--- src/common/sps_pkg.sv ---
// Constants and state type for the byte-wide serial port.
// How it works
// - Slave with select low drives only data-out.
// - Select high resets slave counter, drops partial.
// - Master output select pin is plain output.
// - Low select input forces slave, sets flag.
// - Interrupt when enabled, flag set, global enable.
// - Port enable bit gates every transfer.
// - Bit order one sends LSB first.
// - Role bit one master, zero slave.
// - Polarity bit sets serial clock idle level.
// - Phase bit picks sample or setup edge.
// - Rate bits and doubling pick clock divisor.
// - Rate bits ignored in slave role.
// - Transfer done flag set after each byte.
// - Flag cleared by vector or status-data sequence.
// - Data write mid-transfer sets collision flag.
// - Status bits five to one read zero.
// - Double rate gives two-cycle shortest period.
// - Data write starts send, read returns buffer.
// - Master shifts eight bits then stops clock.
// - Single buffered send, double buffered receive.
`default_nettype none
package sps_pkg;
	localparam logic [7:0] ADDR_CTRL   = 8'h00;
	localparam logic [7:0] ADDR_STATUS = 8'h04;
	localparam logic [7:0] ADDR_DATA   = 8'h08;
	localparam logic [7:0] ADDR_PINDIR = 8'h0C;
	localparam int CTRL_IE    = 7;
	localparam int CTRL_EN    = 6;
	localparam int CTRL_ORDER = 5;
	localparam int CTRL_ROLE  = 4;
	localparam int CTRL_CLOCK_IDLE_POLARITY  = 3;
	localparam int CTRL_CLOCK_SAMPLE_PHASE  = 2;
	localparam int STAT_DONE  = 7;
	localparam int STAT_COL   = 6;
	localparam int STAT_DBL   = 0;
	localparam int DIR_MOSI   = 0;
	localparam int DIR_MISO   = 1;
	localparam int DIR_SCK    = 2;
	localparam int DIR_SS     = 3;
	localparam int DIR_SSLVL  = 4;
	localparam int SYNC_MOSI  = 0;
	localparam int SYNC_MISO  = 1;
	localparam int SYNC_SCK   = 2;
	localparam int SYNC_SS    = 3;
	localparam logic [7:0] CTRL_RESET   = 8'h00;
	localparam logic [4:0] PINDIR_RESET = 5'h00;
	localparam logic [3:0] SYNC_RESET   = 4'hF;
	localparam logic [6:0] HALF_DIV4   = 7'h02;
	localparam logic [6:0] HALF_DIV16  = 7'h08;
	localparam logic [6:0] HALF_DIV64  = 7'h20;
	localparam logic [6:0] HALF_DIV128 = 7'h40;
	localparam logic [6:0] HALF_DIV2   = 7'h01;
	localparam logic [6:0] HALF_DIV8   = 7'h04;
	localparam logic [6:0] HALF_DIV32  = 7'h10;
	localparam logic [4:0] LAST_EDGE   = 5'h0F;
	localparam logic [3:0] LAST_BIT    = 4'h7;
	localparam logic [1:0] RESP_OKAY   = 2'h0;
	localparam logic [1:0] RESP_SLVERR = 2'h2;
	typedef struct packed {
		logic [31:0] rdata;
		logic        rvalid;
		logic [1:0]  rresp;
		logic [7:0]  rsel;
		logic        bvalid;
		logic [1:0]  bresp;
		logic        aw_held;
		logic [7:0]  awaddr;
		logic        w_held;
		logic [7:0]  wdata;
		logic        wstrb0;
		logic [7:0]  ctrl;
		logic        dbl;
		logic        flag;
		logic        col;
		logic        flag_arm;
		logic        col_arm;
		logic [4:0]  pdir;
		logic [7:0]  sh;
		logic [7:0]  rbuf;
		logic        dout;
		logic        sck;
		logic        busy;
		logic [4:0]  edges;
		logic [3:0]  bits;
		logic [6:0]  divc;
		logic [3:0]  sync1;
		logic [3:0]  sync2;
		logic        sck_prev;
	} sps_state_type;
endpackage
`default_nettype wire

--- src/rtl/sps_port.sv ---
// Byte-wide master or slave serial port with an AXI4-Lite register slave.
//
// Decided for this implementation: the address map and the AXI4-Lite interface to the registers.
`default_nettype none
module sps_port (
	input  wire logic        aclk,
	input  wire logic        aresetn,
	input  wire logic [31:0] s_axi_awaddr,
	input  wire logic        s_axi_awvalid,
	output logic             s_axi_awready,
	input  wire logic [31:0] s_axi_wdata,
	input  wire logic [3:0]  s_axi_wstrb,
	input  wire logic        s_axi_wvalid,
	output logic             s_axi_wready,
	output logic [1:0]       s_axi_bresp,
	output logic             s_axi_bvalid,
	input  wire logic        s_axi_bready,
	input  wire logic [31:0] s_axi_araddr,
	input  wire logic        s_axi_arvalid,
	output logic             s_axi_arready,
	output logic [31:0]      s_axi_rdata,
	output logic [1:0]       s_axi_rresp,
	output logic             s_axi_rvalid,
	input  wire logic        s_axi_rready,
	input  wire logic        global_irq_en,
	input  wire logic        irq_ack,
	output logic             irq,
	input  wire logic        sck_i,
	output logic             sck_o,
	output logic             sck_oe,
	input  wire logic        mosi_i,
	output logic             mosi_o,
	output logic             mosi_oe,
	input  wire logic        miso_i,
	output logic             miso_o,
	output logic             miso_oe,
	input  wire logic        ss_n_i,
	output logic             ss_n_o,
	output logic             ss_n_oe
);
	sps_pkg::sps_state_type s_q;
	sps_pkg::sps_state_type s_d;
	logic       en;
	logic       master;
	logic       ss_s;
	logic       done_evt;
	logic       col_evt;
	logic       fault_evt;
	logic       wr_data;
	logic       rd_data;

	assign en     = s_q.ctrl[sps_pkg::CTRL_EN];
	assign master = s_q.ctrl[sps_pkg::CTRL_ROLE];
	assign ss_s   = s_q.sync2[sps_pkg::SYNC_SS];

	function automatic logic out_bit(input logic [7:0] v, input logic lsb);
		out_bit = lsb ? v[0] : v[7];
	endfunction

	function automatic logic [7:0] shift_in(input logic [7:0] v, input logic lsb, input logic b);
		shift_in = lsb ? {b, v[7:1]} : {v[6:0], b};
	endfunction

	always_comb begin
		logic [6:0] half;
		logic       lsb;
		logic       samp;
		logic       setup;
		logic       chg;
		logic       sck_s;
		logic [7:0] sh_n;
		half = sps_pkg::HALF_DIV4;
		lsb = s_q.ctrl[sps_pkg::CTRL_ORDER];
		samp = 1'b0;
		setup = 1'b0;
		chg = 1'b0;
		sck_s = s_q.sync2[sps_pkg::SYNC_SCK];
		sh_n = 8'h00;
		s_d = s_q;
		done_evt = 1'b0;
		col_evt = 1'b0;
		fault_evt = 1'b0;
		wr_data = 1'b0;
		rd_data = 1'b0;
		// Two flip-flops on every pin input before any logic reads it.
		s_d.sync1 = {ss_n_i, sck_i, miso_i, mosi_i};
		s_d.sync2 = s_q.sync1;
		s_d.sck_prev = sck_s;

		// Write channel: address and data are taken in either order.
		if (s_q.bvalid && s_axi_bready) begin
			s_d.bvalid = 1'b0;
		end
		if (s_axi_awvalid && !s_q.aw_held) begin
			s_d.aw_held = 1'b1;
			s_d.awaddr = s_axi_awaddr[7:0];
		end
		if (s_axi_wvalid && !s_q.w_held) begin
			s_d.w_held = 1'b1;
			s_d.wdata = s_axi_wdata[7:0];
			s_d.wstrb0 = s_axi_wstrb[0];
		end
		if (s_q.aw_held && s_q.w_held && !s_q.bvalid) begin
			s_d.aw_held = 1'b0;
			s_d.w_held = 1'b0;
			s_d.bvalid = 1'b1;
			s_d.bresp = sps_pkg::RESP_OKAY;
			case (s_q.awaddr)
				sps_pkg::ADDR_CTRL: begin
					if (s_q.wstrb0) begin
						s_d.ctrl = s_q.wdata;
					end
				end
				sps_pkg::ADDR_STATUS: begin
					if (s_q.wstrb0) begin
						s_d.dbl = s_q.wdata[sps_pkg::STAT_DBL];
					end
				end
				sps_pkg::ADDR_DATA: begin
					wr_data = s_q.wstrb0;
				end
				sps_pkg::ADDR_PINDIR: begin
					if (s_q.wstrb0) begin
						s_d.pdir = s_q.wdata[4:0];
					end
				end
				default: begin
					s_d.bresp = sps_pkg::RESP_SLVERR;
				end
			endcase
		end

		// Read channel with one read outstanding at a time.
		if (s_q.rvalid && s_axi_rready) begin
			s_d.rvalid = 1'b0;
		end else if (s_axi_arvalid && !s_q.rvalid) begin
			s_d.rvalid = 1'b1;
			s_d.rsel = s_axi_araddr[7:0];
			s_d.rresp = sps_pkg::RESP_OKAY;
			s_d.rdata = 32'h0000_0000;
			case (s_axi_araddr[7:0])
				sps_pkg::ADDR_CTRL: begin
					s_d.rdata[7:0] = s_q.ctrl;
				end
				sps_pkg::ADDR_STATUS: begin
					s_d.rdata[7:0] = {s_q.flag, s_q.col, 5'h00, s_q.dbl};
					s_d.flag_arm = s_q.flag;
					s_d.col_arm = s_q.col;
				end
				sps_pkg::ADDR_DATA: begin
					s_d.rdata[7:0] = s_q.rbuf;
					rd_data = 1'b1;
				end
				sps_pkg::ADDR_PINDIR: begin
					s_d.rdata[4:0] = s_q.pdir;
				end
				default: begin
					s_d.rresp = sps_pkg::RESP_SLVERR;
				end
			endcase
		end

		// A data access after an armed status read clears the flags.
		if (wr_data || rd_data) begin
			if (s_q.flag_arm || s_q.col_arm) begin
				s_d.flag = 1'b0;
			end
			if (s_q.col_arm) begin
				s_d.col = 1'b0;
			end
			s_d.flag_arm = 1'b0;
			s_d.col_arm = 1'b0;
		end
		if (irq_ack) begin
			s_d.flag = 1'b0;
		end

		// A write while a byte is moving collides and is dropped.
		if (wr_data) begin
			if (s_q.busy || (!master && s_q.bits != 4'h0)) begin
				col_evt = 1'b1;
			end else begin
				s_d.sh = s_q.wdata;
				if (en && master) begin
					s_d.busy = 1'b1;
					s_d.edges = 5'h00;
					s_d.divc = 7'h00;
					s_d.dout = out_bit(s_q.wdata, lsb);
				end
			end
		end

		case ({s_q.dbl, s_q.ctrl[1:0]})
			3'h0: half = sps_pkg::HALF_DIV4;
			3'h1: half = sps_pkg::HALF_DIV16;
			3'h2: half = sps_pkg::HALF_DIV64;
			3'h3: half = sps_pkg::HALF_DIV128;
			3'h4: half = sps_pkg::HALF_DIV2;
			3'h5: half = sps_pkg::HALF_DIV8;
			3'h6: half = sps_pkg::HALF_DIV32;
			default: half = sps_pkg::HALF_DIV64;
		endcase

		if (!en) begin
			s_d.busy = 1'b0;
			s_d.bits = 4'h0;
		end else if (master) begin
			if (!s_q.pdir[sps_pkg::DIR_SS] && !ss_s) begin
				fault_evt = 1'b1;
				s_d.ctrl[sps_pkg::CTRL_ROLE] = 1'b0;
				s_d.busy = 1'b0;
				s_d.bits = 4'h0;
			end else if (s_q.busy) begin
				if (s_q.divc == half - 7'h01) begin
					s_d.divc = 7'h00;
					s_d.sck = ~s_q.sck;
					s_d.edges = s_q.edges + 5'h01;
					// Even edges lead; the phase bit picks which edge samples.
					// Sampled data lags two cycles, so correct reception needs
					// a half period of at least three system clock cycles.
					samp = s_q.edges[0] == s_q.ctrl[sps_pkg::CTRL_CLOCK_SAMPLE_PHASE];
					if (samp) begin
						sh_n = shift_in(s_q.sh, lsb, s_q.sync2[sps_pkg::SYNC_MISO]);
						s_d.sh = sh_n;
					end else begin
						s_d.dout = out_bit(s_q.sh, lsb);
					end
					if (s_q.edges == sps_pkg::LAST_EDGE) begin
						s_d.busy = 1'b0;
						s_d.rbuf = s_d.sh;
						done_evt = 1'b1;
					end
				end else begin
					s_d.divc = s_q.divc + 7'h01;
				end
			end else begin
				s_d.sck = s_q.ctrl[sps_pkg::CTRL_CLOCK_IDLE_POLARITY];
			end
		end else begin
			s_d.busy = 1'b0;
			if (ss_s) begin
				s_d.bits = 4'h0;
			end else begin
				chg = sck_s != s_q.sck_prev;
				samp = chg && ((sck_s != s_q.ctrl[sps_pkg::CTRL_CLOCK_IDLE_POLARITY])
					!= s_q.ctrl[sps_pkg::CTRL_CLOCK_SAMPLE_PHASE]);
				setup = chg && !samp;
				if (samp) begin
					sh_n = shift_in(s_q.sh, lsb, s_q.sync2[sps_pkg::SYNC_MOSI]);
					s_d.sh = sh_n;
					s_d.bits = s_q.bits + 4'h1;
					if (s_q.bits == sps_pkg::LAST_BIT) begin
						s_d.bits = 4'h0;
						s_d.rbuf = sh_n;
						done_evt = 1'b1;
					end
				end
			end
			if (!samp && (setup || s_q.bits == 4'h0) && !wr_data) begin
				s_d.dout = out_bit(s_q.sh, lsb);
			end
		end

		// Hardware sets win over any clear in the same cycle.
		if (done_evt || fault_evt) begin
			s_d.flag = 1'b1;
		end
		if (col_evt) begin
			s_d.col = 1'b1;
		end
	end

	always_ff @(posedge aclk) begin
		if (!aresetn) begin
			s_q <= '0;
			s_q.ctrl <= sps_pkg::CTRL_RESET;
			s_q.pdir <= sps_pkg::PINDIR_RESET;
			s_q.sync1 <= sps_pkg::SYNC_RESET;
			s_q.sync2 <= sps_pkg::SYNC_RESET;
		end else begin
			s_q <= s_d;
		end
	end

	assign s_axi_awready = !s_q.aw_held;
	assign s_axi_wready  = !s_q.w_held;
	assign s_axi_bvalid  = s_q.bvalid;
	assign s_axi_bresp   = s_q.bresp;
	assign s_axi_arready = !s_q.rvalid;
	assign s_axi_rvalid  = s_q.rvalid;
	assign s_axi_rdata   = s_q.rdata;
	assign s_axi_rresp   = s_q.rresp;
	assign irq     = s_q.ctrl[sps_pkg::CTRL_IE] & s_q.flag & global_irq_en;
	assign sck_o   = s_q.sck;
	assign sck_oe  = en & master & s_q.pdir[sps_pkg::DIR_SCK];
	assign mosi_o  = s_q.dout;
	assign mosi_oe = en & master & s_q.pdir[sps_pkg::DIR_MOSI];
	assign miso_o  = s_q.dout;
	assign miso_oe = en & !master & !ss_s & s_q.pdir[sps_pkg::DIR_MISO];
	assign ss_n_o  = s_q.pdir[sps_pkg::DIR_SSLVL];
	assign ss_n_oe = master & s_q.pdir[sps_pkg::DIR_SS];
endmodule
`default_nettype wire

--- config.mk ---
export PLATFORM = sky130hd
export DESIGN_NAME = sps_port
export DESIGN_NICKNAME = d
export VERILOG_FILES = /design/src/common/sps_pkg.sv /design/src/rtl/sps_port.sv
export SDC_FILE = /design/constraint.sdc
export NUM_CORES = 1
export LEC_CHECK = 0
export BUFFER_PORTS_ARGS = -buffer_cell sky130_fd_sc_hd__buf_2
export CAP_MARGIN = 5
export CORE_ASPECT_RATIO = 1.25
export CORE_MARGIN = 8
export CORE_UTILIZATION = 24
export DETAILED_ROUTE_END_ITERATION = 10
export PLACE_DENSITY = 0.54
export SYNTH_ARGS = -nofsm -noshare
export SYNTH_HDL_FRONTEND = slang
export SYNTH_SLANG_ARGS = --single-unit
--- constraint.sdc ---
create_clock -name aclk -period 7.93 [get_ports aclk]
set_clock_uncertainty 0.2 [all_clocks]
set_input_delay 0 -clock aclk [delete_from_list [all_inputs] [get_ports aclk]]
set_output_delay 0 -clock aclk [all_outputs]
set_load 0.01 [all_outputs]
# ---- Yosys cells after proc, flatten, opt, wreduce, memory -nomap -nowiden
# Index checks and enable logic that the tools add are counted.
# Widths: inputs -> output; s select.
dict set report word_totals {
  out_inout_bits 50
  ff_bits 95
  ramBits 0
  n_memories 0
  elab_cells 226
  latchBits 0
  mem_bits_ro 0
  input_bits 113
}
dict set report op_classes {
  n_div 0
  muxes 94
  multipliers 0
  bitwise 15
  reduce_logical 59
  shift 0
  addsub 4
  eq_ne 25
  magnitude_cmp 0
}
# op count
set op_table {}
lappend op_table {{$mux 7} 8}
lappend op_table {{$mux 8} 7}
lappend op_table {{$mux 1} 46}
lappend op_table {{$pmux 7 s6} 1}
lappend op_table {{$mux 18} 2}
lappend op_table {{$mux 17} 2}
lappend op_table {{$eq 8x4->1 const B} 4}
lappend op_table {{$mux 16} 2}
lappend op_table {{$mux 6} 5}
lappend op_table {{$mux 4} 7}
lappend op_table {{$mux 5} 5}
lappend op_table {{$mux 24} 1}
lappend op_table {{$pmux 5 s4} 1}
lappend op_table {{$eq 8x3->1 const B} 2}
lappend op_table {{$logic_not 8->1} 2}
lappend op_table {{$logic_and 1x1->1} 14}
lappend op_table {{$reduce_and 3->1} 4}
lappend op_table {{$reduce_or 4->1} 3}
lappend op_table {{$logic_not 1->1} 10}
lappend op_table {{$mux 2} 5}
lappend op_table {{$ne 2x1->1 const B} 5}
lappend op_table {{$reduce_and 2->1} 5}
lappend op_table {{$reduce_bool 2->1} 5}
lappend op_table {{$and 1x1->1} 9}
lappend op_table {{other kinds (24)} 42}

# ---- Longest topological paths before layout
# Gate-level depths: netlist of run 1.
dict set report logic_depth {
  depth_word 14
  ltp_mapped 13
}

# ---- Worst setup path before layout of run 1
# Ideal clock, no wire load.
dict set report synth_timing {
  path_kind {reg-to-reg}
  startpoint {reg s_q[54] in the netlist's numbering}
  endpoint {reg s_q[36] in the netlist's numbering}
  t_arrival_ns 2.545
  stages_incl_launch_ff 13
  t_required_ns 7.596
  slack_ns 5.052
  setup_time_ns 0.134
  synth_period_minus_slack_ns 2.878
  cell_sequence {dfxtp_1 buf_2 or3_1 ha_1 buf_2 xnor2_1 nand4b_1 a31oi_1 o211ai_2 o21ai_1 a21bo_1 buf_1 o22ai_1}
}
dict set report synth_between {
  elab_chain_cells 9
  elab_cells_between_ends 14
}
# element line_no
set synth_lines {}
lappend synth_lines {{from (decl)} sps_port.sv:41} ;# sps_pkg::sps_state_type s_q;
lappend synth_lines {{$eq 3x3->1 (tied with other cells)} sps_port.sv:193} ;# case ({s_q.dbl, s_q.ctrl[1:0]})
lappend synth_lines {{$pmux 7 s6 *} sps_port.sv:193}
lappend synth_lines {{$sub 7x1->7 *} sps_port.sv:214} ;# if (s_q.divc == half - 7'h01) begin
lappend synth_lines {{$eq 7x7->1 *} sps_port.sv:214}
lappend synth_lines {{$mux 24 *} sps_port.sv:214}
lappend synth_lines {{$mux 17 *} sps_port.sv:213} ;# end else if (s_q.busy) begin
lappend synth_lines {{$mux 18 *} sps_port.sv:208} ;# if (!s_q.pdir[sps_pkg::DIR_SS] && !ss_s) begin
lappend synth_lines {{$mux 17 *} sps_port.sv:207} ;# end else if (master) begin
lappend synth_lines {{$mux 18 *} sps_port.sv:204} ;# if (!en) begin
# Every way passes the cells marked *; elsewhere a longest branch is shown, timed or not. The select of a mux whose other input is x is not followed.
# A chain may end at the register's enable or synchronous reset.

# ---- Final worst setup path of run 1
dict set report layout_timing {
  startpoint {reg s_q[54] in the netlist's numbering}
  endpoint {reg s_q[43] in the netlist's numbering}
}
# Same word-level chain as after synthesis.

==> qor.txt, run 1 <==
Status -> completed
Worst Tran Pin Value -> 908.2 ps
Clock sink total -> 93
Worst Setup Start Kind -> flip-flop
Top area cells in the synthesized netlist -> dfxtp_1 37%, mux2i_1 8.7%, buf_4 5.5%
Peak supply drop -> 90.50 uV
# fillers -> 2231
Slew Limit Fails -> 0
CTS tree -> yes
Seq/Total Area, Yosys -> 36.80%
Unrepaired setup endpoints after global routing -> false
WHS Endpoint -> s_axi_rdata[5]
GRT met3 Usage -> 1.904%
Register bit total from synthesis -> 93
Post-CTS Resized -> 0
# placed instances -> 874
Syn. warnings -> 0
Drt pass-1 iters -> 4
GRT overflow -> 0
R2R setup slack -> 4690 ps
Total number of vias -> 4172
Clk_lat worst skew -> 340 ps
Post-route ant nets -> 0
Top-count cell post-synth -> dfxtp_1
Post-synth ARST share -> 0%
Leakage -> 2.393 nW
Most used flip-flop cell after synthesis -> dfxtp_1
Busiest grt layer -> met2
Initial antenna violation count -> 0
DR DRC count -> 0
PD cells -> 160.8 nW/um^2
I/O Buffers -> 61
Reg2Reg Depth -> 9
Most area-hungry cell type in the Yosys netlist -> dfxtp_1
Synth unique cells -> 65
Post-synth top cells -> 93 x dfxtp_1, 48 x nand2_1, 44 x mux2i_1, 44 x nor2b_1, 37 x buf_4
Vias per cell -> 4.510
Placeable Area -> 20740 um^2
Final setup margin -> 4691 ps
I/O pin count -> 163
CTS H-tree lvls -> 3
EDFF count, synth -> 0
Reg2reg end -> s_q[43]
Largest fanout on the critical path -> 12
Overall power -> 0.9733 mW
Routing usage on met2 -> 17.00%
CP Capture Type -> flip-flop
Dpl hpwl -> 9525 um
Pin count of the biggest net entering global routing -> 83
Initial Util -> 24.39%
Hold path depth -> 4
Worst Hold Class -> primary input to flip-flop
Diode count -> 0
Row count -> 59
Number of buffers created by CTS -> 9
Final setup TNS -> 0 ps
Fraction of layout cells with a size suffix above 1 -> 16.59%
CTS max path bufs -> 2
CTS Root Cell -> clkbuf_16
CP arrival -> 3290 ps
Max Clk Rate -> 308.7 MHz
Endpoints failing setup -> 0
Worst r2r src -> s_q[54]
Clk slew on worst S/H paths -> 70 ps
DRT iter0 DRCs -> 182
Syn Inst Count -> 579
Setup WS pre-CTS -> 4720 ps
Hold slack -> 27.08 ps
Met1 global-route usage -> 11.79%
Wirelength per Cell -> 14.29 um
Die height -> 178.3 um
Synth-to-Final Area Change -> 19.66%
Syn_area_per_cell -> 8.737 um^2
GP Congestion -> 0.7581
Die width -> 145.9 um
Final std cells w/o fill -> 925
Slew Limit Headroom -> 39.33%
Area fraction of the dominant cell type after synthesis -> 36.80%
Min-delay src -> s_axi_araddr[2]
Syn Std Cell Area -> 5059 um^2
Max cap viols -> 0
GRT Util Overall -> 9.872%
Wire length of the first global-routing pass -> 20970 um
Vias in the first global route -> 4126
Final Hold Viols -> 0
Die area -> 26010 um^2
Worst endpoint required time -> 7980 ps
Crit path time final -> 3239 ps
Final nets -> 765
Type of the worst setup path -> flip-flop to flip-flop
Routed wire length -> 13220 um
Final period util -> 40.85%
[cells by family after synthesis]
| logic type | after synthesis | synth area share [%] |
|---|---|---|
| simple gates | 216 | 24.17 |
| other cells | 1 | 0.07413 |
| compound gates | 123 | 16.65 |
| xor+xnor | 10 | 1.731 |
| fa+ha+maj | 6 | 1.484 |
| flops | 93 | 36.80 |
| buf+inv | 81 | 9.053 |
| mux | 49 | 10.04 |
[what timing repair did]
action / 4_1_cts / 5_1_grt
setup endpoints to repair: 0 / 0
setup buffers: 0 / 0
hold buffers: 35 / 0
endpoints found under the hold margin: 33 / 0
[final cells by class]
type                       instances  area, um^2  area share, %
multi-input combinational        430        2839          46.90
sequential                        93        1862          30.76
timing repair buffer              99       678.2          11.20
tap                              274       342.8          5.663
clock buffer                      10       239.0          3.948
inverter                          13       48.80         0.8061
clock inverter                     6       43.79         0.7234
[through the flow]
| stage | util [%] | cell area, um^2 |
|---|---|---|
| 3_3_place_gp | 26.13 | 5420 |
| 2_1_floorplan | - | 5152 |
| 4_1_cts | 29.18 | 6053 |
| 5_1_grt | 29.18 | 6053 |
| 6_report | 29.18 | 6053 |
| 3_5_place_dp | 26.13 | 5420 |
[state kept, by name, indices dropped and copies added, names as in the netlist]
name / cells
s_axi_rdata: 8
en: 1
s_axi_rresp: 1
s_axi_bresp: 1
s_d: 5
master: 1
s_axi_rvalid: 1
miso_o: 1
ss_n_o: 1
s_q: 71
sck_o: 1
s_axi_bvalid: 1
[placed cells by master (no fill, tap or decap), types with 8 or more instances in the layout]
cell,count
dfxtp_1,93
buf_2,61
nand2_1,48
mux2i_1,44
nor2b_1,44
dlygate4sd3_1,35
nor2_1,28
conb_1,26
nand3_1,23
a21oi_1,21
o21ai_0,19
inv_1,13
nand2b_1,11
a21boi_0,11
and3_1,10
a22oi_1,10
o31ai_1,10
clkbuf_16,9
o22ai_1,8
[worst max-delay path: stages, from the launching register on]
cell and delay (ps):
dfxtp_1 420, or3_1 410, ha_1 290, xnor2_1 190
nand4b_1 190, a31oi_1 330, o211ai_2 290, nor2_2 520
a21oi_2 160, o22ai_1 150
[routing by layer]
| layer | vias to the layer above | share of wire [%] |
|---|---|---|
| met5 | - | 0 |
| met4 | 0 | 2.2 |
| met3 | 16 | 3.4 |
| met2 | 75 | 48 |
| met1 | 1959 | 46 |
| li1 | 2122 | - |
[where the power goes]
part / total (mW) / switching, mW / internal, mW
clock: 0.414 / 0.191 / 0.223
sequential: 0.486 / 0.00918 / 0.477
combinational: 0.0739 / 0.0380 / 0.0359
[how the worst max path moves through the flow]
stage	from	endpoint	slack, ps	depth (start not counted)
after floorplan	s_q[54]	s_q[36]	5050	12
after global placement	s_q[54]	s_q[42]	4750	9
after detailed placement	s_q[54]	s_q[42]	4720	9
after CTS	s_q[54]	s_q[42]	4700	9
after global routing	s_q[54]	s_q[43]	4440	9
final	s_q[54]	s_q[43]	4690	9
No activity file was read; power rests on OpenSTA's default activity.
==> inputs of run 2 (changes only) <==
Clock period 7.93 ns to 3.3 ns, I/O delays scaled along.
==> run 2 against run 1 <==
Compared with the run above:
- flip-flop and latch count unchanged
- die area is the same
- final area is 3.4% higher
- total power increased by 150%
- routed wire length increased by 2.3%
- worst hold slack got worse by 19 ps
- combinational power rose to 2.6 times the previous value
- critical path depth unchanged
- worst setup slack got worse by 4400 ps
- largest cell class unchanged
==> qor.txt, run 2 (synthesis results as in run 1) <==
Status -> completed
GP Congestion -> 0.7784 (+2.7%)
GRT overflow -> 0 (unchanged)
Critical Path Max Stage Delay -> 380 ps (-140 ps)
WL met1 -> 6102 um (+0.11%)
Worst Tran Pin Value -> 889.4 ps (-18.83 ps)
Die height -> 178.3 um (unchanged)
CTS tree -> yes
CTS H-tree lvls -> 3 (unchanged)
Type of the worst setup path -> flip-flop to flip-flop
Die area -> 26010 um^2 (unchanged)
Number of buffers created by CTS -> 9 (unchanged)
Initial Util -> 24.39% (unchanged)
Design area -> 6261 um^2 (+3.4%)
Peak supply drop -> 229.4 uV (+150%)
Wirelength per Cell -> 14.27 um (-0.11%)
Final std cells w/o fill -> 947 (+2.4%)
I/O Buffers -> 61 (unchanged)
Largest register by flop count -> s_q
Max cap viols -> 0 (unchanged)
Dpl hpwl -> 9867 um (+3.6%)
CP Capture Type -> flip-flop
Clk_lat worst skew -> 350 ps (about the same)
Max stage delay cell, worst path -> or3_1
Worst Setup Start Kind -> flip-flop
Most frequent cells in the layout -> 93 x dfxtp_1, 61 x buf_2, 48 x nand2_1, 48 x dlygate4sd3_1
Max Clk Rate -> 329.9 MHz (+6.9%)
Final setup margin -> 269.2 ps (-4421 ps)
Total number of vias -> 4275 (+2.5%)
Commonest non-fill, non-tap cell in the layout -> dfxtp_1
Setup WS pre-CTS -> 297.5 ps (-4422 ps)
Placeable Area -> 20740 um^2 (unchanged)
Worst endpoint required time -> 3320 ps (-4660 ps)
Worst path cell trace -> or3_1, ha_1, xnor2_1, nand4b_1, a31oi_1, o211ai_2, o21a_1, nor2_2, a21oi_1
GRT Util Overall -> 10.41% (+0.53 points)
Final Hold Viols -> 0 (unchanged)
PD cells -> 381.6 nW/um^2 (+140%)
Fraction of layout cells with a size suffix above 1 -> 17.24% (+0.65 points)
Initial antenna violation count -> 0 (unchanged)
Crit path time final -> 3031 ps (-208.6 ps)
Endpoints failing setup -> 0 (unchanged)
Unrepaired setup endpoints after global routing -> false
Setup Buffers After CTS -> 0 (unchanged)
Vias in the first global route -> 4267 (+3.4%)
Top sig layer -> met4
Max reg flops -> 71 (unchanged)
Largest fanout on the critical path -> 10 (-2)
Final setup TNS -> 0 ps (unchanged)
Dpl cell area -> 5488 um^2 (+1.2%)
Pin count of the biggest net entering global routing -> 51 (-39%)
DR DRC count -> 0 (unchanged)
DRT iter0 DRCs -> 223 (+23%)
Final period util -> 91.84% (+51 points)
CTS Hold Bufs -> 48 (+37%)
Leakage -> 2.477 nW (+3.5%)
# fillers -> 2191 (-1.8%)
Wire length of the first global-routing pass -> 22140 um (+5.6%)
DR WL met2 -> 6707 um (+5.2%)
Drt pass-1 iters -> 4 (unchanged)
Worst Hold Class -> primary input to flip-flop
Row count -> 59 (unchanged)
Routed wire length -> 13520 um (+2.3%)
Synth-to-Final Area Change -> 23.77%
Slew Limit Headroom -> 40.59% (+1.3 points)
I/O pin count -> 163 (unchanged)
# placed instances -> 883 (+1.0%)
WL met3 -> 500 um (+11%)
Clock sink total -> 93 (unchanged)
CTS max path bufs -> 2 (unchanged)
Final nets -> 787 (+2.9%)
Diode count -> 0 (unchanged)
CP arrival -> 3050 ps (-240 ps)
Clk slew on worst S/H paths -> 70 ps (about the same)
Post-CTS Resized -> 0 (unchanged)
Slew Limit Fails -> 0 (unchanged)
Vias per cell -> 4.514 (about the same)
Post-route ant nets -> 0 (unchanged)
CTS Root Cell -> clkbuf_16
Die width -> 145.9 um (unchanged)
Hold slack -> 7.928 ps (-19.15 ps)
## run 2: cell types whose count changed in the layout (fill, tap and decap cells not counted)
cell / delta
bufinv_16: +1
clkbuf_8: -1
dlygate4sd3_1: +13
clkinvlp_4: +1
inv_6: -2
buf_4: +9
clkbuf_1: +1
## run 2: final cells by class
type | instances | area (um^2) | share of cell area (%)
clock buffers | 10 | 229.0 | 3.657
clock inverters | 6 | 63.81 | 1.019
inverters | 13 | 48.80 | 0.7794
multi-input cells | 430 | 2839 | 45.34
flip-flops and latches | 93 | 1862 | 29.74
well taps | 274 | 342.8 | 5.476
repair buffers | 121 | 875.8 | 13.99
## run 2: worst paths after layout
| path | startpoint | to | slack, ps | cells after the start |
|---|---|---|---|---|
| max | s_q[54] | s_q[28] | 270 | 9 |
| min | s_axi_araddr[2] | s_axi_rdata[5] | 8 | 4 |
| max reg2reg | s_q[54] | s_q[28] | 270 | 9 |
| min reg2reg | s_d[1] | s_q[1] | 200 | 1 |
## run 2: where the power goes
| part | switching (mW) | total [mW] | internal [mW] |
|---|---|---|---|
| Clock | 0.443 | 1.03 | 0.586 |
| Combinational | 0.0943 | 0.192 | 0.0977 |
| Sequential | 0.0220 | 1.17 | 1.15 |
## run 2: metrics by stage
step / total power [mW] / utilization (%)
floorplan: 1.310 / -
global placement: 1.340 / 26.46
detailed placement: 1.342 / 26.46
CTS: 2.419 / 30.18
global route: 2.489 / 30.18
finish: 2.389 / 30.18
## run 2: critical path, delay by kind of cell, from the launching register on
kind | cells | cell delay, ps
XOR/XNOR | 1 | 190
AO/OA/AOI/OAI | 4 | 1000
adder cells (fa/ha/maj) | 1 | 300
AND/OR/NAND/NOR | 3 | 880
flip-flops | 1 | 330
## run 2: per-layer routing
| metal | vias up | GRT usage [%] |
|---|---|---|
| li1 | 2167 | - |
| met1 | 2020 | 12.35 |
| met2 | 72 | 18.34 |
| met3 | 16 | 2.284 |
| met4 | 0 | 3.346 |
| met5 | - | 0 |
==> inputs of run 3 (changes only) <==
Settings changed: GPL_ROUTABILITY_DRIVEN from default to 0.
Clock period 3.3 ns to 2.95 ns, I/O delays scaled along.
==> run 3 against run 2 <==
Compared with the run above:
- flip-flop and latch count unchanged
- fmax increased by 9.9%
- largest power group is now clock
- critical path type unchanged
- worst setup slack got worse by 76 ps
==> qor.txt, run 3 (synthesis results as in run 1) <==
Status -> completed
Min-delay src -> s_axi_araddr[2]
Wire length of the first global-routing pass -> 22340 um (+0.90%)
Critical Path Max Stage Delay -> 570 ps (+190 ps)
I/O pin count -> 163 (unchanged)
Critical path endpoint -> s_q[43]
Worst Tran Pin Value -> 917.3 ps (+27.94 ps)
Type of the worst setup path -> flip-flop to flip-flop
DR DRC count -> 0 (unchanged)
Peak supply drop -> 256.6 uV (+12%)
# fillers -> 2195 (+0.18%)
Clk_lat worst skew -> 350 ps (about the same)
DRT iter0 DRCs -> 248 (+11%)
CTS H-tree lvls -> 3 (unchanged)
Hold path depth -> 4 (unchanged)
Worst path cell trace -> inv_1, ha_1, or3b_1, a21o_1, or4_4, mux2i_1, a21oi_1, a21oi_2, o22ai_1
Slew Limit Headroom -> 38.72% (-1.9 points)
Worst path top cell family by delay -> simple AND/OR/NAND/NOR gates
Final Hold Viols -> 0 (unchanged)
Stages on the worst setup path -> 9 (unchanged)
Die width -> 145.9 um (unchanged)
CP arrival -> 2770 ps (-280 ps)
Crit path time final -> 2757 ps (-273.9 ps)
Largest fanout on the critical path -> 6 (-4)
Max cap viols -> 0 (unchanged)
Final setup TNS -> 0 ps (unchanged)
Worst Hold Class -> primary input to flip-flop
Initial Util -> 24.39% (unchanged)
CTS max path bufs -> 2 (unchanged)
Worst r2r src -> s_q[17]
Leakage -> 2.594 nW (+4.7%)
Reg2reg end -> s_q[43]
Commonest non-fill, non-tap cell in the layout -> dfxtp_1
Clock sink total -> 93 (unchanged)
Max stage delay cell, worst path -> or4_4
Die area -> 26010 um^2 (unchanged)
Drt pass-1 iters -> 4 (unchanged)
Final std cells w/o fill -> 961 (+1.5%)
I/O Buffers -> 61 (unchanged)
Max Clk Rate -> 362.7 MHz (+9.9%)
R2R setup slack -> 190 ps (-80 ps)
Wirelength per Cell -> 14.28 um (about the same)
Final period util -> 93.45% (+1.6 points)
Routed wire length -> 13730 um (+1.5%)
Critical path origin -> s_q[17]
Worst endpoint required time -> 2960 ps (-360 ps)
# placed instances -> 895 (+1.4%)
Clk slew on worst S/H paths -> 70 ps (about the same)
Most frequent cells in the layout -> 93 x dfxtp_1, 61 x buf_2, 48 x nand2_1, 48 x dlygate4sd3_1
Max reg flops -> 71 (unchanged)
Initial antenna violation count -> 0 (unchanged)
CTS tree -> yes
Slew Limit Fails -> 0 (unchanged)
Worst Path Buf+Inv -> 1 (+1)
CP Capture Type -> flip-flop
Pin count of the biggest net entering global routing -> 49 (-3.9%)
Total number of vias -> 4381 (+2.5%)
Vias per cell -> 4.559 (+0.99%)
PD cells -> 446.4 nW/um^2 (+17%)
Synth-to-Final Area Change -> 28.62%
Final nets -> 801 (+1.8%)
Endpoints failing setup -> 0 (unchanged)
CTS Root Cell -> clkbuf_16
Post-route ant nets -> 0 (unchanged)
GRT Util Overall -> 10.55% (+0.14 points)
Die height -> 178.3 um (unchanged)
Overall power -> 2.904 mW (+22%)
Largest register by flop count -> s_q
Reg area -> 1862 um^2 (unchanged)
Fraction of layout cells with a size suffix above 1 -> 19.80% (+2.6 points)
Area of the multi-input gates -> 2880 um^2 (+1.5%)
GRT overflow -> 0 (unchanged)
Diode count -> 0 (unchanged)
Vias in the first global route -> 4343 (+1.8%)
Placeable Area -> 20740 um^2 (unchanged)
Reg2Reg Depth -> 9 (unchanged)
Final core utilization -> 31.37% (+1.2 points)
Number of buffers created by CTS -> 9 (unchanged)
Dpl hpwl -> 10160 um (+3.0%)
Worst Setup Start Kind -> flip-flop
Row count -> 59 (unchanged)
[run 3: tightest hold or removal path, stage by stage]
cell,delay [ps]
buf_2,180
o21ai_0,180
a22oi_1,70
nor2b_1,100
[run 3: how the worst min path moves through the flow]
stage | slack, ps | to
floorplan | -100 | s_d[1]
global placement | 2 | s_d[3]
detailed placement | -1 | s_d[3]
CTS | 0.9 | s_axi_rdata[6]
global route | 40 | s_axi_rdata[6]
finish | 10 | s_axi_rdata[6]
[run 3: final cells by class]
cell class                      instances  share of cell area, %
Clock buffer                            9                  3.462
Clock inverter                          7                  1.981
Inverter                               13                 0.7500
Multi-Input combinational cell        430                  44.27
Sequential cell                        93                  28.62
Tap cell                              274                  5.269
Timing Repair Buffer                  135                  15.65
[run 3: what timing repair did]
item                                    in CTS  in global routing
hold buffers                                48                  0
buffers inserted                             2                  0
gates resized for setup                      0                  7
endpoints found under the setup margin       2                 28
pin swaps                                    1                  0
endpoints found under the hold margin       40                  0
[run 3: through the flow]
step           setup WS (ps)  instance area (um^2)  hold WS (ps)
6_report               193.1                  6506         10.32
5_1_grt               -5.032                  6506         36.85
4_1_cts                12.30                  6465        0.9228
3_5_place_dp           5.121                  5615        -1.008
3_3_place_gp           29.76                  5615         1.635
2_1_floorplan          71.78                  5152        -98.53
[run 3: power breakdown]
group | leakage (nW) | internal [mW] | total [mW] | switching (mW)
clock | 0.170 | 0.844 | 1.38 | 0.537
sequential | 0.755 | 1.28 | 1.31 | 0.0243
combinational | 1.67 | 0.113 | 0.218 | 0.105
total | 2.59 | 2.24 | 2.90 | 0.666
[run 3: layer usage]
| layer | vias to the layer above | track usage [%] | wire, um |
|---|---|---|---|
| li1 | 2201 | - | - |
| met1 | 2081 | 12.47 | 6030 |
| met2 | 87 | 18.59 | 6873 |
| met3 | 12 | 1.980 | 519 |
| met4 | 0 | 4.085 | 303 |
| met5 | - | 0 | 0 |
